## src/monitor_pkg.sv

```systemverilog
// Shared constants for the serial memory monitor.
// Behaviour
// - Beep replies o, k, tick byte, call count, self-test high and low, and starts a tone as the reply begins.
// - Tick byte is the low 8 bits of a counter advancing 28800 times a second.
// - Call count rises by one for every beep or liveness query serviced.
// - Liveness query sends the beep reply but plays no tone.
// - Multi-byte fields travel most significant byte first.
// - Start names the first word, length the word count; addresses ascend.
// - Data read returns two bytes a word, 16-bit checksum, then dollar and bang.
// - Program read returns three bytes a word, 24-bit checksum, then the terminator.
// - Data write takes two bytes a word, stores them, answers bang and 16-bit checksum.
// - Program write takes three bytes a word, stores, answers bang and 24-bit checksum.
// - Execute answers bang, then echoes both entry address bytes.
// - After the echo, user code is called and commands resume on its return.
// - Interrupt mask is cleared to zero before user code is entered.
// - After reset, self-test and codec set-up run, then commands are awaited.
// - The beep tone is 1 kHz.
// - Every memory block moved carries a checksum for comparison by the host.
package monitor_pkg;
	localparam int          CLK_HZ        = 20_000_000;
	localparam int          TICK_HZ       = 28800;
	localparam int          TICK_DIV      = CLK_HZ / TICK_HZ;
	localparam int          BAUD_BPS      = 9600;
	localparam int          BAUD_DIV      = CLK_HZ / BAUD_BPS;
	localparam int          TONE_HZ       = 1000;
	localparam int          TONE_HALF_CYC = CLK_HZ / (2 * TONE_HZ);
	localparam int          TONE_MS       = 100;
	localparam int          TONE_CYC      = (CLK_HZ / 1000) * TONE_MS;
	localparam int          INT_MASK_W    = 10;
	localparam logic [9:0]  MASK_MON      = 10'h3ff;
	localparam logic [9:0]  MASK_USER     = 10'h000;
	localparam logic [7:0]  CH_DOLLAR     = 8'h24;
	localparam logic [7:0]  CH_BANG       = 8'h21;
	localparam logic [7:0]  CH_LO_O       = 8'h6f;
	localparam logic [7:0]  CH_LO_K       = 8'h6b;
	localparam logic [15:0] CMD_BEEP      = 16'h2424;
	localparam logic [15:0] CMD_ALIVE     = 16'h4f4b;
	localparam logic [15:0] CMD_RD_DATA   = 16'h5544;
	localparam logic [15:0] CMD_RD_PROG   = 16'h5550;
	localparam logic [15:0] CMD_WR_DATA   = 16'h4444;
	localparam logic [15:0] CMD_WR_PROG   = 16'h4450;
	localparam logic [15:0] CMD_GO        = 16'h474f;
	localparam logic [2:0]  HDR_XFER_B    = 3'h4;
	localparam logic [2:0]  HDR_GO_B      = 3'h2;
	localparam logic [1:0]  DATA_WORD_B   = 2'h2;
	localparam logic [1:0]  PROG_WORD_B   = 2'h3;
	typedef enum logic [1:0] {OP_RD, OP_WR, OP_GO} op_t;
endpackage

```

## src/tone_gen.sv

```systemverilog
// Timed square-wave tone generator for the beep reply.
module tone_gen #(
	parameter int HALF_CYC = monitor_pkg::TONE_HALF_CYC,
	parameter int LEN_CYC  = monitor_pkg::TONE_CYC
) (
	input  wire logic clk,
	input  wire logic reset,
	input  wire logic start,
	output logic      tone_out
);
	import monitor_pkg::*;
	logic [31:0] half_ff, nxt_half;
	logic [31:0] left_ff, nxt_left;
	logic        wave_ff, nxt_wave;

	// A new beep while one sounds restarts the full length rather than queueing.
	always_comb begin
		nxt_half = half_ff;
		nxt_left = left_ff;
		nxt_wave = wave_ff;
		if (start) begin
			nxt_left = 32'(LEN_CYC);
			nxt_half = 32'(HALF_CYC - 1);
			nxt_wave = 1'b1;
		end else if (left_ff != 32'h0) begin
			nxt_left = left_ff - 32'h1;
			if (half_ff == 32'h0) begin
				nxt_half = 32'(HALF_CYC - 1);
				nxt_wave = ~wave_ff;
			end else begin
				nxt_half = half_ff - 32'h1;
			end
		end else begin
			nxt_wave = 1'b0;
		end
	end

	always_ff @(posedge clk) begin
		if (reset) begin
			half_ff <= 32'h0;
			left_ff <= 32'h0;
			wave_ff <= 1'b0;
		end else begin
			half_ff <= nxt_half;
			left_ff <= nxt_left;
			wave_ff <= nxt_wave;
		end
	end

	assign tone_out = wave_ff;

	a_tone_half: assert property (@(posedge clk) disable iff (reset)
		(left_ff > 32'h1 && half_ff == 32'h0 && !start) |=> (wave_ff != $past(wave_ff)))
		else $error("Tone did not toggle at the half period.");
endmodule

```

## src/serial_memory_monitor.sv

```systemverilog
// Command interpreter for the serial memory monitor.
module serial_memory_monitor #(
	parameter int TONE_HALF = monitor_pkg::TONE_HALF_CYC,
	parameter int TONE_LEN  = monitor_pkg::TONE_CYC
) (
	input  wire logic                            clk,
	input  wire logic                            reset,
	input  wire logic                            rx_valid,
	input  wire logic [7:0]                      rx_data,
	output logic                                 rx_ready,
	output logic                                 tx_valid,
	output logic [7:0]                           tx_data,
	input  wire logic                            tx_ready,
	output logic                                 baud_tick,
	output logic                                 init_start,
	input  wire logic                            init_done,
	input  wire logic [15:0]                     init_result,
	output logic                                 mem_prog,
	output logic [15:0]                          mem_addr,
	output logic                                 mem_re,
	output logic                                 mem_we,
	output logic [23:0]                          mem_wdata,
	input  wire logic [23:0]                     mem_rdata,
	output logic                                 user_call,
	output logic [15:0]                          user_entry,
	input  wire logic                            user_return,
	output logic [monitor_pkg::INT_MASK_W-1:0]   interrupt_mask_register,
	output logic                                 tone_out
);
	import monitor_pkg::*;

	typedef enum logic [3:0] {
		S_INIT, S_INITW, S_SYNC, S_C1, S_C2, S_HDR, S_RDREQ, S_RDWAIT, S_RXW, S_SEND, S_CALL, S_USER
	} state_t;

	state_t      state_ff, nxt_state, ret_ff, nxt_ret;
	op_t         op_ff, nxt_op;
	logic        prog_ff, nxt_prog;
	logic [7:0]  c1_ff, nxt_c1;
	logic [2:0]  hcnt_ff, nxt_hcnt;
	logic [23:0] hdr_ff, nxt_hdr;
	logic [15:0] addr_ff, nxt_addr;
	logic [15:0] len_ff, nxt_len;
	logic [23:0] sum_ff, nxt_sum;
	logic [47:0] buf_ff, nxt_buf;
	logic [2:0]  bcnt_ff, nxt_bcnt;
	logic [1:0]  wcnt_ff, nxt_wcnt;
	logic [23:0] acc_ff, nxt_acc;
	logic        re_ff, nxt_re;
	logic        we_ff, nxt_we;
	logic [23:0] wdata_ff, nxt_wdata;
	logic [15:0] entry_ff, nxt_entry;
	logic [15:0] self_ff, nxt_self;
	logic [7:0]  alive_ff, nxt_alive;
	logic [INT_MASK_W-1:0] mask_ff, nxt_mask;
	logic        tone_go;
	logic        svc;
	logic [31:0] hdr_full;
	logic [23:0] word_in;
	logic [47:0] sum_msg;

	logic [9:0]  tdiv_ff;
	logic [11:0] bdiv_ff;
	logic [7:0]  tick_ff;
	logic        tick_en;

	// Bytes per word; the sum is cut to the checksum width of the memory.
	function automatic logic [1:0] word_bytes(input logic prog);
		return prog ? PROG_WORD_B : DATA_WORD_B;
	endfunction

	function automatic logic [23:0] trim_sum(input logic prog, input logic [23:0] s);
		return prog ? s : {8'h00, s[15:0]};
	endfunction

	// Left-justifies the checksum for sending, high byte first.
	function automatic logic [47:0] sum_bytes(input logic prog, input logic [23:0] s);
		return prog ? {s, 24'h0} : {s[15:0], 32'h0};
	endfunction

	// Free-running tick and bit-rate dividers; the UART engine outside uses baud_tick.
	always_ff @(posedge clk) begin
		if (reset) begin
			tdiv_ff <= 10'h0;
			bdiv_ff <= 12'h0;
			tick_ff <= 8'h0;
		end else begin
			tdiv_ff <= tick_en ? 10'h0 : tdiv_ff + 10'h1;
			bdiv_ff <= baud_tick ? 12'h0 : bdiv_ff + 12'h1;
			if (tick_en) begin
				tick_ff <= tick_ff + 8'h1;
			end
		end
	end
	assign tick_en   = (tdiv_ff == 10'(TICK_DIV - 1));
	assign baud_tick = (bdiv_ff == 12'(BAUD_DIV - 1));

	assign hdr_full = {hdr_ff, rx_data};
	assign word_in  = prog_ff ? {acc_ff[15:0], rx_data} : {8'h00, acc_ff[7:0], rx_data};
	assign sum_msg  = sum_bytes(prog_ff, trim_sum(prog_ff, sum_ff));

	always_comb begin
		nxt_state = state_ff;
		nxt_ret   = ret_ff;
		nxt_op    = op_ff;
		nxt_prog  = prog_ff;
		nxt_c1    = c1_ff;
		nxt_hcnt  = hcnt_ff;
		nxt_hdr   = hdr_ff;
		nxt_addr  = addr_ff;
		nxt_len   = len_ff;
		nxt_sum   = sum_ff;
		nxt_buf   = buf_ff;
		nxt_bcnt  = bcnt_ff;
		nxt_wcnt  = wcnt_ff;
		nxt_acc   = acc_ff;
		nxt_re    = 1'b0;
		nxt_we    = 1'b0;
		nxt_wdata = wdata_ff;
		nxt_entry = entry_ff;
		nxt_self  = self_ff;
		nxt_alive = alive_ff;
		nxt_mask  = mask_ff;
		tone_go   = 1'b0;
		svc       = 1'b0;
		rx_ready  = 1'b0;
		tx_valid  = 1'b0;
		init_start = 1'b0;
		user_call = 1'b0;
		// The address steps once per word, the cycle after the memory strobe.
		if (re_ff || we_ff) begin
			nxt_addr = addr_ff + 16'h1;
		end
		case (state_ff)
			S_INIT: begin
				init_start = 1'b1;
				nxt_state  = S_INITW;
			end
			S_INITW: begin
				if (init_done) begin
					nxt_self  = init_result;
					nxt_state = S_SYNC;
				end
			end
			S_SYNC: begin
				rx_ready = 1'b1;
				if (rx_valid && rx_data == CH_DOLLAR) begin
					nxt_state = S_C1;
				end
			end
			S_C1: begin
				rx_ready = 1'b1;
				if (rx_valid) begin
					nxt_c1    = rx_data;
					nxt_state = S_C2;
				end
			end
			S_C2: begin
				rx_ready = 1'b1;
				if (rx_valid) begin
					nxt_hcnt  = 3'h0;
					nxt_sum   = 24'h0;
					nxt_wcnt  = 2'h0;
					nxt_state = S_HDR;
					case ({c1_ff, rx_data})
						CMD_BEEP, CMD_ALIVE: begin
							svc       = 1'b1;
							nxt_alive = alive_ff + 8'h1;
							tone_go   = ({c1_ff, rx_data} == CMD_BEEP);
							nxt_buf   = {CH_LO_O, CH_LO_K, tick_ff, nxt_alive, self_ff};
							nxt_bcnt  = 3'h6;
							nxt_ret   = S_SYNC;
							nxt_state = S_SEND;
						end
						CMD_RD_DATA, CMD_RD_PROG: begin
							nxt_op   = OP_RD;
							nxt_prog = (rx_data == CMD_RD_PROG[7:0]);
						end
						CMD_WR_DATA, CMD_WR_PROG: begin
							nxt_op   = OP_WR;
							nxt_prog = (rx_data == CMD_WR_PROG[7:0]);
						end
						CMD_GO: begin
							nxt_op = OP_GO;
						end
						default: begin
							nxt_state = S_SYNC;
						end
					endcase
				end
			end
			S_HDR: begin
				rx_ready = 1'b1;
				if (rx_valid) begin
					nxt_hdr  = hdr_full[23:0];
					nxt_hcnt = hcnt_ff + 3'h1;
					if (op_ff == OP_GO && hcnt_ff == HDR_GO_B - 3'h1) begin
						nxt_entry = hdr_full[15:0];
						nxt_buf   = {CH_BANG, hdr_full[15:0], 24'h0};
						nxt_bcnt  = 3'h3;
						nxt_ret   = S_CALL;
						nxt_state = S_SEND;
					end else if (op_ff != OP_GO && hcnt_ff == HDR_XFER_B - 3'h1) begin
						nxt_addr  = hdr_full[31:16];
						nxt_len   = hdr_full[15:0];
						nxt_state = (op_ff == OP_RD) ? S_RDREQ : S_RXW;
					end
				end
			end
			S_RDREQ: begin
				if (len_ff == 16'h0) begin
					// Sum, then the two-character terminator.
					nxt_buf   = sum_bytes(prog_ff, trim_sum(prog_ff, sum_ff));
					nxt_buf   = prog_ff ? {nxt_buf[47:24], CH_DOLLAR, CH_BANG, 8'h00}
					                    : {nxt_buf[47:32], CH_DOLLAR, CH_BANG, 16'h0000};
					nxt_bcnt  = prog_ff ? 3'h5 : 3'h4;
					nxt_ret   = S_SYNC;
					nxt_state = S_SEND;
				end else begin
					nxt_re    = 1'b1;
					nxt_state = S_RDWAIT;
				end
			end
			S_RDWAIT: begin
				if (!re_ff) begin
					nxt_sum   = trim_sum(prog_ff, sum_ff + mem_rdata);
					nxt_len   = len_ff - 16'h1;
					nxt_buf   = prog_ff ? {mem_rdata, 24'h0} : {mem_rdata[15:0], 32'h0};
					nxt_bcnt  = {1'b0, word_bytes(prog_ff)};
					nxt_ret   = S_RDREQ;
					nxt_state = S_SEND;
				end
			end
			S_RXW: begin
				if (len_ff == 16'h0) begin
					nxt_buf   = {CH_BANG, sum_msg[47:8]};
					nxt_bcnt  = prog_ff ? 3'h4 : 3'h3;
					nxt_ret   = S_SYNC;
					nxt_state = S_SEND;
				end else begin
					rx_ready = 1'b1;
					if (rx_valid) begin
						nxt_acc  = {acc_ff[15:0], rx_data};
						nxt_wcnt = wcnt_ff + 2'h1;
						if (wcnt_ff == word_bytes(prog_ff) - 2'h1) begin
							nxt_wcnt  = 2'h0;
							nxt_we    = 1'b1;
							nxt_wdata = word_in;
							nxt_sum   = trim_sum(prog_ff, sum_ff + word_in);
							nxt_len   = len_ff - 16'h1;
						end
					end
				end
			end
			S_SEND: begin
				tx_valid = 1'b1;
				if (tx_ready) begin
					nxt_buf  = {buf_ff[39:0], 8'h00};
					nxt_bcnt = bcnt_ff - 3'h1;
					if (bcnt_ff == 3'h1) begin
						nxt_state = ret_ff;
					end
				end
			end
			S_CALL: begin
				// Masking first lets user code set up before taking any interrupt.
				nxt_mask  = MASK_USER;
				nxt_state = S_USER;
			end
			S_USER: begin
				user_call = 1'b1;
				if (user_return) begin
					nxt_mask  = MASK_MON;
					nxt_state = S_SYNC;
				end
			end
			default: begin
				nxt_state = S_SYNC;
			end
		endcase
	end

	always_ff @(posedge clk) begin
		if (reset) begin
			state_ff <= S_INIT;
			ret_ff   <= S_SYNC;
			op_ff    <= OP_RD;
			prog_ff  <= 1'b0;
			c1_ff    <= 8'h00;
			hcnt_ff  <= 3'h0;
			hdr_ff   <= 24'h0;
			addr_ff  <= 16'h0;
			len_ff   <= 16'h0;
			sum_ff   <= 24'h0;
			buf_ff   <= 48'h0;
			bcnt_ff  <= 3'h0;
			wcnt_ff  <= 2'h0;
			acc_ff   <= 24'h0;
			re_ff    <= 1'b0;
			we_ff    <= 1'b0;
			wdata_ff <= 24'h0;
			entry_ff <= 16'h0;
			self_ff  <= 16'h0;
			alive_ff <= 8'h00;
			mask_ff  <= MASK_MON;
		end else begin
			state_ff <= nxt_state;
			ret_ff   <= nxt_ret;
			op_ff    <= nxt_op;
			prog_ff  <= nxt_prog;
			c1_ff    <= nxt_c1;
			hcnt_ff  <= nxt_hcnt;
			hdr_ff   <= nxt_hdr;
			addr_ff  <= nxt_addr;
			len_ff   <= nxt_len;
			sum_ff   <= nxt_sum;
			buf_ff   <= nxt_buf;
			bcnt_ff  <= nxt_bcnt;
			wcnt_ff  <= nxt_wcnt;
			acc_ff   <= nxt_acc;
			re_ff    <= nxt_re;
			we_ff    <= nxt_we;
			wdata_ff <= nxt_wdata;
			entry_ff <= nxt_entry;
			self_ff  <= nxt_self;
			alive_ff <= nxt_alive;
			mask_ff  <= nxt_mask;
		end
	end

	assign tx_data    = buf_ff[47:40];
	assign mem_prog   = prog_ff;
	assign mem_addr   = addr_ff;
	assign mem_re     = re_ff;
	assign mem_we     = we_ff;
	assign mem_wdata  = wdata_ff;
	assign user_entry = entry_ff;
	assign interrupt_mask_register = mask_ff;

	tone_gen #(
		.HALF_CYC (TONE_HALF),
		.LEN_CYC  (TONE_LEN)
	) u_tone (
		.clk      (clk),
		.reset    (reset),
		.start    (tone_go),
		.tone_out (tone_out)
	);

	a_beep_reply: assert property (@(posedge clk) disable iff (reset)
		tone_go |=> (state_ff == S_SEND && buf_ff[47:32] == {CH_LO_O, CH_LO_K} && bcnt_ff == 3'h6))
		else $error("Beep reply does not open with ok.");
	a_tick_step: assert property (@(posedge clk) disable iff (reset)
		tick_en |=> (tick_ff == $past(tick_ff) + 8'h1) && !tick_en)
		else $error("Tick counter did not advance once.");
	a_alive_count: assert property (@(posedge clk) disable iff (reset)
		svc |=> (alive_ff == $past(alive_ff) + 8'h1) && (buf_ff[23:16] == alive_ff))
		else $error("Call count not raised and reported.");
	a_alive_quiet: assert property (@(posedge clk) disable iff (reset)
		(svc && c1_ff == CMD_ALIVE[15:8]) |-> !tone_go)
		else $error("Liveness query started a tone.");
	a_addr_ascend: assert property (@(posedge clk) disable iff (reset)
		(mem_we || mem_re) |=> (mem_addr == $past(mem_addr) + 16'h1))
		else $error("Address did not ascend after a word.");
	a_sum_read: assert property (@(posedge clk) disable iff (reset)
		(state_ff == S_RDWAIT && !re_ff) |=> (sum_ff == trim_sum(prog_ff, $past(sum_ff) + $past(mem_rdata))))
		else $error("Checksum not the truncated word sum.");
	a_go_echo: assert property (@(posedge clk) disable iff (reset)
		(state_ff == S_HDR && nxt_ret == S_CALL && nxt_state == S_SEND)
		|=> (tx_data == CH_BANG && buf_ff[39:24] == user_entry))
		else $error("Execute reply not bang and address echo.");
	a_mask_first: assert property (@(posedge clk) disable iff (reset)
		user_call |-> (interrupt_mask_register == MASK_USER))
		else $error("User code entered with interrupts unmasked.");
	a_init_wait: assert property (@(posedge clk) disable iff (reset)
		(state_ff == S_INITW && !init_done) |=> (state_ff == S_INITW && !rx_ready))
		else $error("Commands taken before self-test finished.");
	a_wr_store: assert property (@(posedge clk) disable iff (reset)
		(state_ff == S_RXW && rx_valid && len_ff != 16'h0 && wcnt_ff == word_bytes(prog_ff) - 2'h1)
		|=> mem_we ##1 !mem_we)
		else $error("Completed word was not stored once.");
endmodule

```

## config.mk

```make
export PLATFORM = sky130hd
export DESIGN_NAME = serial_memory_monitor
export DESIGN_NICKNAME = d
export VERILOG_FILES = /design/src/monitor_pkg.sv /design/src/tone_gen.sv /design/src/serial_memory_monitor.sv
export SDC_FILE = /design/constraint.sdc
export NUM_CORES = 1
export LEC_CHECK = 0
export BUFFER_PORTS_ARGS = -buffer_cell sky130_fd_sc_hd__buf_2
export CELL_PAD_IN_SITES_DETAIL_PLACEMENT = 0
export CELL_PAD_IN_SITES_GLOBAL_PLACEMENT = 2
export CORE_MARGIN = 2
export CORE_UTILIZATION = 33
export DETAILED_ROUTE_END_ITERATION = 10
export PLACE_DENSITY_LB_ADDON = 0.1
export SYNTH_ARGS = -nofsm -noshare
export SYNTH_HDL_FRONTEND = slang
export SYNTH_SLANG_ARGS = --single-unit
```

## constraint.sdc

```tcl
create_clock -name clk -period 3 [get_ports clk]
set_clock_uncertainty 0.15 [all_clocks]
set_input_delay 0.45 -clock clk [delete_from_list [all_inputs] [get_ports clk]]
set_output_delay 0.45 -clock clk [all_outputs]
set_load 0.01 [all_outputs]
```

Word-level counts from Yosys, hierarchy flattened
Index checks and enable logic that the tools add are counted.

operators by class
  add/subtract/negate cells = 14
  equality and inequality tests = 49
  muxes and demuxes = 98
  bitwise logic cells = 5
  reductions and logical operators = 47

operator list
  operator                                             count
  2-to-1 mux 48 bit                                    10
  case mux 48 bit (6 select lines)                     1
  2-to-1 mux 24 bit                                    9
  2-to-1 mux 16 bit                                    12
  == test 16 x 15 -> 1 bit (second input constant)     6
  2-to-1 mux 4 bit                                     20
  case mux 24 bit (3 select lines)                     1
  2-to-1 mux 32 bit                                    2
  subtractor 32 x 1 -> 32 bit (second input constant)  2
  adder 24 bit                                         2
  case mux 16 bit (3 select lines)                     1
  case mux 4 bit (12 select lines)                     1
  2-to-1 mux 21 bit                                    2
  != test 2 bit (second input constant)                19
  2-to-1 mux 3 bit                                     11
  zero test 32 bit                                     1
  nonzero test 32 bit                                  1
  2-to-1 mux 14 bit                                    2
  case mux 10 bit (2 select lines)                     1
  case mux 3 bit (6 select lines)                      1
  AND reduction 3 bit                                  6
  adder 16 x 1 -> 16 bit (second input constant)       1
  adder 8 x 1 -> 8 bit (second input constant)         2
  == test 16 x 14 -> 1 bit (second input constant)     1
  50 further kinds                                     98

word-level totals
  flip-flop bits (word level) = 342
  input port bits = 54
  output and inout bits = 83
  word-level logic and storage cells = 242

Longest topological paths before layout
Gate-level depths: netlist of run 1.

  depth in word-level cells = 7
  gate-level depth with buffers = 14
  depth with buffers taken out = 11

Cells and area by module
From an unflattened synthesis of run 1, not the netlist that was laid out.

unflattened totals
  cells, all modules = 2252
  area total of the unflattened synthesis = 18186.2 um^2

modules (own cells, without submodules)
  module                 instances  cells each  area an instance (um^2)  sequential area each (um^2)
  serial_memory_monitor  1          1865        14915.6                  5325.1
  tone_gen               1          387         3270.6                   1301.2

Worst setup path before layout of run 1
OpenSTA, ideal clock, no wires.

  path kind = register to register
  from = register prog_ff (netlist: mem_prog)
  to = register sum_ff[19]
  library setup time = 0.117 ns
  data arrival time = 2.859 ns
  required time = 2.733 ns
  setup slack = -0.125 ns
  cell stages (with the launch flop) = 14
  buffers on the path = 4
  clock period less this slack = 3.125 ns
  cells stage by stage = dfxtp_1 -> clkbuf_1 -> clkbuf_1 -> clkbuf_1 -> and2_1 -> ha_1 -> clkbuf_1 -> a21oi_1 -> o21ai_0 -> a21o_1 -> o41ai_1 -> xor2_1 -> o22ai_1 -> a22o_1

on the way
  cells in the longest elaborated chain, start to end = 7
  elaborated cells on any way between the ends = 14
  classes of those cells = add/sub (2); eq/ne (2); mux (9); reduce/logical (1)

ends and longest elaborated chain
  element                           line                          source
  start, declared                   serial_memory_monitor.sv:38   logic prog_ff, nxt_prog;
  start signal, assigned            serial_memory_monitor.sv:310  prog_ff <= nxt_prog;
  2-to-1 mux 24 bit                 serial_memory_monitor.sv:99   assign word_in = prog_ff ? {acc_ff[15:0], rx_data} : {8'h00, acc_ff[7:0], rx_data};
  named net word_in[16]             serial_memory_monitor.sv:59   logic [23:0] word_in;
  adder 24 bit                      serial_memory_monitor.sv:249  nxt_sum = trim_sum(prog_ff, sum_ff + word_in);
  2-to-1 mux 24 bit                 serial_memory_monitor.sv:73   return prog ? s : {8'h00, s[15:0]};
  2-to-1 mux 24 bit                 serial_memory_monitor.sv:245  if (wcnt_ff == word_bytes(prog_ff) - 2'h1) begin
  2-to-1 mux 24 bit                 serial_memory_monitor.sv:242  if (rx_valid) begin
  2-to-1 mux 24 bit                 serial_memory_monitor.sv:235  if (len_ff == 16'h0) begin
  case mux 24 bit (3 select lines)  serial_memory_monitor.sv:134  case (state_ff)
  end signal, assigned              serial_memory_monitor.sv:316  sum_ff <= nxt_sum;
  end, declared                     serial_memory_monitor.sv:44   logic [23:0] sum_ff, nxt_sum;

The timed path passes the listed nets, and every way through them passes these cells. The select of a mux whose other input is x is not followed.
A chain may end at the register's enable or synchronous reset.

Worst setup path in the final report of run 1
  from = register len_ff[1]
  to = output port rx_ready

on the way
  cells in the longest elaborated chain, start to end = 3

ends and longest elaborated chain
  element                          line                          source
  start, declared                  serial_memory_monitor.sv:43   logic [15:0] len_ff, nxt_len;
  start signal, assigned           serial_memory_monitor.sv:315  len_ff <= nxt_len;
  zero test 16 bit                 serial_memory_monitor.sv:235
  2-to-1 mux 1 bit                 serial_memory_monitor.sv:235
  case mux 1 bit (2 select lines)  serial_memory_monitor.sv:134
  end, declared                    serial_memory_monitor.sv:10   output logic rx_ready,

Every way passes these cells.

==> results.md, run 1 <==
- Maximum clock rate: 347 MHz
- Clock slew at reported path FFs: around 60 ps
- Wl on met1: around 30000 µm
- Max_slew headroom: 0.269
- Largest net degree at the start of global routing: 79
- Most frequent cell after synthesis: dfxtp_1
- Worst reg2reg path endpoint: sum_ff[19]
- WP buf/inv: 5
- Hold violation count in the final report: 0
- Clk buf depth: 3
- Commonest cells in the netlist: dfxtp_1, nor2_1, nand2_1, a21oi_1, clkbuf_1
- Routed Wire Length: 63300 µm
- Share of the synthesized area in the top cell type: 0.371
- XOR/XNOR Fraction of Synth Area: 0.0656
- Register area share after synthesis: 0.371
- Critical R2R Launch: sum_ff[5]
- Register area: 6630 µm²
- Share of post-route cells with drive strength above 1: 0.177
- Outcome: finished clean
- Vias in the first global route: 16426
- Adder-Cell Fraction of Synth Area: 0.0449
- Startpoint Class: flop
- Area delta synth->final: 22.2%
- Post-synthesis mux area share: 0.0280
- Max Slew Vio Count: 0
- GRT Total Usage: 0.222
- Power Density: 883 nW/µm²
- CP delay by family, top: buffers and inverters
- Initial antenna violation count: 0
- Non-filler instance count after layout: 3189
- Reg-to-reg slack, setup: roughly 140 ps
- Routed via count: 16992
- Die H: 237 µm
- Hpwl dp: 46400 µm
- Clock H-tree levels: 2
- Cell Rows: 85
- Fill count: 5541
- Crit path to: rx_ready
- Met3 routed WL: between 2000 and 2500 µm
- YS warnings: 0
- Top layer in use: met4
- Max-Cap Viols: 0
- Port Buf Inserts: around 140
- Period utilisation layout: 0.960
- IO Pins: 137
- Slowest CP cell: dfxtp_2
- Critical path, cell by cell: inv_2 > ha_4 > nor3b_2 > buf_4 > nand4_1 > buf_4 > nor3_4 > buf_6 > nand2b_4 > o21ai_2 > buf_6
- Post-placement cell count: around 3100
- Peak supply drop: ~0.50 mV
- Congestion Overflow GR: 0
- Largest family of logic cells by synthesized area: simple AND/OR/NAND/NOR gates
- Detailed Route Iter0 Violations: 969
- Ys flop type: dfxtp_1
- Final setup viols: 0
- Worst skew pair latency: approximately 580 ps
- Worst setup startpoint: len_ff[1]
- TritonCTS Buffers: 42
- Synthesized Nets: 2372
- First-pass GRT wire length: 98000 µm
- Crit path required time: 2400 ps
- Worst endpoint data arrival time: 2280 ps
- Crit path time final: about 2900 ps
- CTS tree: built
- Critical path type: flop to output pin
- RSZ-0062 raised after global routing: yes
- # nets final: between 2000 and 3000
- Drt drc: 0
- Synth cell types: 87
- Power, Total: roughly 0.019 W
- Hold Crit Class: input pin to flop
- Die ar.: between 50000 and 60000 µm²
- Synth Cell Area: approximately 18000 µm²
- Core area: 53700 µm²
- Initial Util: 0.333
- CP Max Fanout: 4
- Metal2 WL: around 29000 µm
- Area occupied by multi-input gates: between 10000 and 15000 µm²
- WL/cell: between 15 and 20 µm
- Vias/cell: approximately 5.3
- # diodes: 0
- Die W: 237 µm
- EDFF count, synth: 0
- Leakage power: ~8.6 nW
- Cell count along the critical path: 11
- Routability congestion estimate: around 0.9
- Simple-Gate Fraction of Synth Area: 0.240
- Root buf cell: clkbuf_16
- Synth Area in Compound Gates: 0.203
- Post-synthesis sequential element count: 331
- Worst reg2reg path depth: 10
- Worst setup EP type: output pin
- Clk sinks: ~330
- DRT Pass-1 Iters: 5
- Slowest cell delay on critical path: 320 ps
- Post-DRT Antenna Nets: 0
- Worst Max-Slew Pin Slew: 1090 ps
- Hold_sp: user_return
- Synth async-reset ratio: 0
- Largest cells by area after synthesis: dfxtp_1, nor2_1, nand2_1
- Synth Area per Inst: 7.93 µm²
- Post-synth top area cell: dfxtp_1
- Post-Syn Instances: 2255
-- worst register-to-register path, delay by kind of cell, from the launching register on --
kind	cells	cell delay, ps
AO/OA/AOI/OAI	7	1630
flip-flops	1	390
adder cells (fa/ha/maj)	1	240
buffers and inverters	1	180
XOR/XNOR	1	160
-- stage by stage --
stage / setup WS, ps / hold WS [ps] / setup TNS (ps) / util / cell area, µm²
2_1_floorplan: 6.13 / 280 / 0 / - / 17900
3_3_place_gp: -158 / 289 / -2970 / 0.374 / 20100
3_5_place_dp: -218 / 294 / -4300 / 0.374 / 20100
4_1_cts: -76.6 / 38.9 / -76.6 / 0.404 / 21700
5_1_grt: -5.23 / 95.9 / -6.54 / 0.407 / 21800
6_report: 120 / 77.6 / 0 / 0.407 / 21800
-- state kept, by name, summed over array words and instances, names as in the netlist, 3 cells and up --
signal          flops
bcnt_ff             3
alive_ff            8
state_ff            4
tdiv_ff            10
self_ff            16
bdiv_ff            12
u_tone.left_ff     32
len_ff             16
c1_ff               8
user_entry         16
u_tone.half_ff     32
hdr_ff             24
buf_ff             48
sum_ff             24
tick_ff             8
hcnt_ff             3
mem_wdata          24
mem_addr           16
acc_ff             16
-- routing by layer --
layer | GRT usage | up-vias
li1 | - | 8467
met1 | 0.307 | 8085
met2 | 0.366 | 357
met3 | 0.0245 | 83
met4 | 0.0627 | 0
met5 | 0 | -
-- worst min-delay path by stage --
| stage | to | depth (start not counted) | slack [ps] |
|---|---|---|---|
| CTS | interrupt_mask_register[8] | 3 | 40 |
| finish | interrupt_mask_register[8] | 3 | 80 |
| global route | interrupt_mask_register[8] | 3 | 100 |
| global placement | buf_ff[3] | 2 | 290 |
| detailed placement | mem_wdata[20] | 2 | 290 |
| floorplan | buf_ff[33] | 2 | 280 |
-- cell families (layout without fill, tap and decap cells) --
group | after synthesis | after routing
adder cells (fa/ha/maj) | 63 | 63
AO/OA/AOI/OAI | 563 | 563
XOR/XNOR | 134 | 134
buffers and inverters | 202 | 440
multiplexers | 50 | 50
flip-flops | 331 | 331
AND/OR/NAND/NOR | 912 | 912
-- final cells by class --
| class | instances | area share |
|---|---|---|
| multi-input cells | 1722 | 0.483 |
| clock inverters | 16 | 0.00859 |
| clock buffers | 59 | 0.0542 |
| inverters | 37 | 0.00636 |
| repair buffers | 328 | 0.104 |
| flip-flops and latches | 331 | 0.304 |
| well taps | 696 | 0.0399 |
-- repair_timing --
action / CTS / global route
buffers inserted: 3 / 5
setup endpoints to repair: 4 / 75
gates cloned: 0 / 0
resized for setup: 8 / 30
endpoints found under the hold margin: 16 / 0
pin swaps: 0 / 3
hold buffers: 16 / 0
-- where the power goes --
part | switching (W) | internal (W)
clock | 0.00209 | 0.00295
sequential | 0.000785 | 0.00517
combinational | 0.00481 | 0.00348
-- cell usage in the layout, fill, tap and decap left out, types with 9 or more instances in the layout --
| master | netlist | layout |
|---|---|---|
| a222oi_1 | 18 | 18 |
| o22ai_1 | 35 | 33 |
| a211oi_1 | 42 | 41 |
| xor2_1 | 65 | 65 |
| mux2i_1 | 50 | 50 |
| nor4_1 | 21 | 21 |
| and2_1 | 13 | 13 |
| a21oi_1 | 201 | 199 |
| nand2b_1 | 18 | 17 |
| nor2_1 | 300 | 298 |
| buf_4 | 18 | 167 |
| a221oi_1 | 34 | 34 |
| xnor2_1 | 69 | 69 |
| ha_1 | 61 | 60 |
| buf_2 | 13 | 134 |
| a21o_1 | 21 | 21 |
| dfxtp_1 | 331 | 326 |
| clkbuf_16 | 0 | 42 |
| nor2b_1 | 20 | 20 |
| a31oi_1 | 13 | 13 |
| or4_1 | 11 | 11 |
| dlygate4sd3_1 | 0 | 16 |
| inv_1 | 36 | 33 |
| or3_1 | 23 | 23 |
| nor3_1 | 74 | 69 |
| o21ai_0 | 94 | 93 |
| nand3_1 | 59 | 59 |
| clkbuf_1 | 128 | 10 |
| nor3b_1 | 10 | 9 |
| a311oi_1 | 13 | 13 |
| nand2_1 | 275 | 274 |
| and3_1 | 17 | 17 |
| nand4_1 | 20 | 20 |
Note: power is estimated with default switching activity, not from simulation.
==> run 2: changes to the inputs <==
- CORE_MARGIN: 2 -> default
==> run 2 against run 1 <==
Against the previous run: combinational power increased by 2%; final cell count is 0.28% lower; flip-flop and latch count stayed put; power up 2.0%; clock power rose by 5.8%; worst hold slack got worse by 19 ps; maximum frequency decreased by 0.62%; routed wire length shrank 2.4%; register-to-register slack barely moved; critical path depth is 6 lower; core utilization grew 0.73 points; sequential share of layout area fell by 0.19 points.
==> results.md, run 2 (synthesized netlist as in run 1, its figures left out) <==
- Most common cell after layout, fill and taps aside: dfxtp_1
- Final setup viols: 0
- Top Registers: buf_ff x48, u_tone.half_ff x32, u_tone.left_ff x32
- Largest net degree at the start of global routing: 121
- Crit path required time: 2400 ps
- # nets final: 2579
- Post-placement cell count: 3088
- Worst endpoint data arrival time: between 2000 and 2500 ps
- Max reg flops: 48
- Routed via count: between 15000 and 20000
- Max Slew Vio Count: 0
- Congestion Overflow GR: 0
- IO Pins: approximately 140
- Final core occ: 0.414
- Leakage power: 8.68 nW
- Maximum clock rate: 345 MHz
- Worst Max-Slew Pin Slew: 727 ps
- Vias in the first global route: 16154
- Drt drc: 0
- Top reg by flops: buf_ff
- Port Buf Inserts: 136
- Clk sinks: about 330
- Clk buf depth: 3
- Worst setup EP type: output pin
- Hpwl dp: 45200 µm
- Period utilisation layout: 0.966
- Initial Util: 0.337
- CTS tree: built
- Area delta synth->final: 22.9%
- Routed Wire Length: 61800 µm
- Core area: 53100 µm²
- Max_slew headroom: 0.516
- Critical path type: flop to output pin
- Die ar.: 55100 µm²
- TritonCTS Buffers: 42
- Hold depth: 3
- Crit path time final: ~2900 ps
- Clock slew at reported path FFs: 60 ps
- CP Max Fanout: 34
- Hold violation count in the final report: 0
- Detailed Route Iter0 Violations: between 1000 and 1500
- Share of post-route cells with drive strength above 1: 0.178
- Post-DRT Antenna Nets: 0
- Die W: 235 µm
- Power, Total: 0.0197 W
- Clock H-tree levels: 2
- First-pass GRT wire length: roughly 96000 µm
- Peak supply drop: around 0.69 mV
- Power Density: just under 900 nW/µm²
- Vias/cell: ~5.3
- RSZ-0062 raised after global routing: yes
- Final worst slack: 102 ps
- Hold slack: 59.1 ps
- Initial antenna violation count: 0
- Commonest cells after routing, fill and taps aside: dfxtp_1, nor2_1, nand2_1
- Startpoint Class: flop
- Root buf cell: clkbuf_16
- Die H: 235 µm
- Non-filler instance count after layout: 3180
- Routability congestion estimate: roughly 0.86
- Max-Cap Viols: 0
- GRT Total Usage: 0.220
- Outcome: finished clean
- WL/cell: 19.4 µm
- Worst skew pair latency: 570 ps
- Setup slack at placement: -167 ps
- Worst reg2reg path depth: 8
- # diodes: 0
- DRT Pass-1 Iters: 5
- Cell Rows: 84
- Hold Crit Class: input pin to flop
==> run 2: cell count changes in the layout (fill, tap and decap cells not counted), moves of 4 or more <==
cell / change
a221oi_2: +5
dfxtp_2: -4
a221oi_1: -5
clkbuf_1: -4
==> run 2: area by class of cell <==
type	instances	area (µm²)
inverters	37	139
multi-input cells	1722	10600
repair buffers	328	2290
flip-flops and latches	331	6630
clock buffers	57	1210
well taps	688	861
fillers	5404	31100
clock inverters	17	245
==> run 2: what timing repair did <==
action	CTS	global route
buffers inserted	2	0
endpoints found under the setup margin	1	36
hold endpoints to repair	16	0
gates resized for setup	4	38
hold buffers	16	0
pin swaps	0	2
==> run 2: power by group <==
part	switching (W)	internal (W)
Clock	0.00206	0.00326
Sequential	0.000729	0.00517
Combinational	0.00485	0.00359
==> run 2: worst paths after layout <==
path                      from                         end  slack, ps
max                state_ff[0]                    tx_valid        100
min reg2reg         acc_ff[14]                  acc_ff[14]        300
min                user_return  interrupt_mask_register[8]         60
max reg2reg  u_tone.half_ff[3]          u_tone.half_ff[24]        130
==> run 2: critical path, cell delays in order (launching register included) <==
cell,delay [ps]
dfxtp_1,480
buf_4,250
nand3_1,190
inv_1,140
buf_4,430
buf_2,230
==> run 2: layer usage <==
metal	wire length, µm	vias to the layer above	track usage
li1	-	8488	-
met4	1320	0	0.0598
met3	2310	75	0.0276
met1	29800	8040	0.308
met2	28400	360	0.353
met5	0	-	0
==> run 2: through the flow <==
step                      area (µm²)  TNS (ps)
final                          22000         0
after global routing           22000     -1.91
after CTS                      21800         0
after detailed placement       20200     -1550
after global placement         20200     -1610
after floorplan                17900         0
==> run 3: changes to the inputs <==
- CORE_UTILIZATION: 33 -> 34
- CTS_BUF_LIST: default -> sky130_fd_sc_hd__clkbuf_4 sky130_fd_sc_hd__clkbuf_8
- PLACE_DENSITY: default -> 0.8
- PLACE_DENSITY_LB_ADDON: 0.1 -> default
==> run 3 against run 2 <==
Against the previous run: worst hold slack improved by 15 ps; combinational power rose by 9.8%; final cell count increased by 1.2%; sequential power grew 1%; via count is 3.2% higher; first-iteration DRC count up 12%; critical endpoint is now rx_ready.
==> results.md, run 3 (synthesized netlist as in run 1, its figures left out) <==
- Outcome: finished clean
- Routed via count: 17508
- Vias in the first global route: 16594
- TritonCTS Buffers: 60
- Peak supply drop: around 0.42 mV
- Clock slew at reported path FFs: 60 ps
- Reg-to-reg slack, setup: 120 ps
- Period utilisation layout: 0.973
- Max-Cap Viols: 0
- Crit path required time: 2400 ps
- Placement Cell Area: 20100 µm²
- Setup slack at placement: -160 ps
- Final worst slack: around 80 ps
- Power Density: 894 nW/µm²
- Critical path, cell by cell: inv_2 > ha_4 > nor3b_4 > nand4_1 > buf_4 > nor3_4 > buf_6 > nand2b_4 > o21ai_2 > buf_6
- Detailed Route Iter0 Violations: 1255
- Post-DRT Antenna Nets: 0
- Max reg flops: 48
- Clk buf depth: 3
- Worst skew pair latency: 670 ps
- First-pass GRT wire length: 94900 µm
- Core area: 51600 µm²
- Routability congestion estimate: 0.920
- Routed Wire Length: 61700 µm
- Worst endpoint data arrival time: around 2300 ps
- Top reg by flops: buf_ff
- Slowest CP cell: dfxtp_2
- Worst reg2reg path endpoint: u_tone.half_ff[20]
- Die H: 231 µm
- CTS tree: built
- Fin area: 22100 µm²
- Clk sinks: about 330
- Largest net degree at the start of global routing: 98
- Share of post-route cells with drive strength above 1: 0.200
- Initial Util: 0.346
- Crit path time final: 2920 ps
- DRT Pass-1 Iters: 6
- Clock H-tree levels: 2
- Leakage power: around 8.7 nW
- Worst Max-Slew Pin Slew: 761 ps
- IO Pins: 137
- Commonest cells after routing, fill and taps aside: dfxtp_1, nor2_1, nand2_1
- # nets final: 2614
- WL/cell: 19.2 µm
- Hold violation count in the final report: 0
- Drt drc: 0
- Area delta synth->final: 23.4%
- # diodes: 0
- Slowest cell delay on critical path: about 320 ps
- Die ar.: 53500 µm²
- Max_slew headroom: 0.491
- Vias/cell: between 5 and 6
- Max Slew Vio Count: 0
- Congestion Overflow GR: 0
- Die W: 231 µm
- Startpoint Class: flop
- Port Buf Inserts: between 100 and 150
- Hpwl dp: 43900 µm
- CP most frequent cell: buf_6
- Worst reg2reg path depth: 8
- Root buf cell: clkbuf_8
- Final setup viols: 0
- Critical R2R Launch: u_tone.half_ff[3]
- Cell Rows: between 80 and 90
- GRT Total Usage: 0.223
- Critical path type: flop to output pin
- Maximum clock rate: 342 MHz
- Initial antenna violation count: 2
- Hold depth: 4
- Worst setup EP type: output pin
- Hold_sp: rx_data[3]
- RSZ-0062 raised after global routing: yes
- Worst hold path endpoint: mem_wdata[3]
- CP Max Fanout: 2
- Top Registers: buf_ff x48, u_tone.half_ff x32, u_tone.left_ff x32
- Most common cell after layout, fill and taps aside: dfxtp_1
- Hold Crit Class: input pin to flop
[run 3: cell type report]
class	count	area, µm²
Fill cell	5184	29500
Multi-Input combinational cell	1724	10700
Sequential cell	331	6640
Timing Repair Buffer	343	2510
Clock buffer	95	1160
Tap cell	680	851
Inverter	37	139
Clock inverter	9	85.1
[run 3: routing by layer]
metal  part of all wire  routed length, µm  vias to the layer above  GRT usage
li1                   -                  -                     8558          -
met4              0.030               1860                        4     0.0739
met1               0.46              28100                     8401      0.300
met3              0.053               3260                      102     0.0373
met5            0.00037                 23                        -          0
met2               0.46              28400                      443      0.360
[run 3: worst max-delay path by stage]
stage                    start    endpoint  slack [ps]
floorplan             mem_prog  sum_ff[19]           6
global placement    rx_data[1]  sum_ff[19]        -110
detailed placement  rx_data[1]  sum_ff[19]        -160
CTS                  len_ff[1]    rx_ready          -7
global route         len_ff[1]    rx_ready         -90
finish               len_ff[1]    rx_ready          80
[run 3: timing repair]
item,in CTS,in global routing
hold endpoints to repair,17,0
endpoints found under the setup margin,10,113
setup buffers,5,12
hold buffers,17,0
gates resized for setup,17,51
pin swaps,2,6
gates cloned,0,9
[run 3: critical path: cells and delay by family, from the launching register on]
kind                       cells  cell delay (ps)
AOI/OAI and AO/OA              1               60
DFF                            1              320
adders and majority gates      1              130
buffers and inverters          4              520
and+or+nand+nor                4              630
[run 3: metrics by stage]
stage                     TNS (ps)  total power (W)  utilization  hold slack [ps]  std cells
final                            0           0.0197        0.428             73.9       3219
after CTS                    -7.07           0.0187        0.419             22.8       3198
after floorplan                  0           0.0113            -              280       2255
after global routing         -90.8           0.0211        0.428             49.9       3219
after global placement       -1070           0.0138        0.389              289       3072
after detailed placement     -1290           0.0140        0.389              292       3072
[run 3: where the power goes]
| part | internal, W | switching, W |
|---|---|---|
| Clock | 0.00253 | 0.00196 |
| Sequential | 0.00518 | 0.000788 |
| Combinational | 0.00411 | 0.00516 |
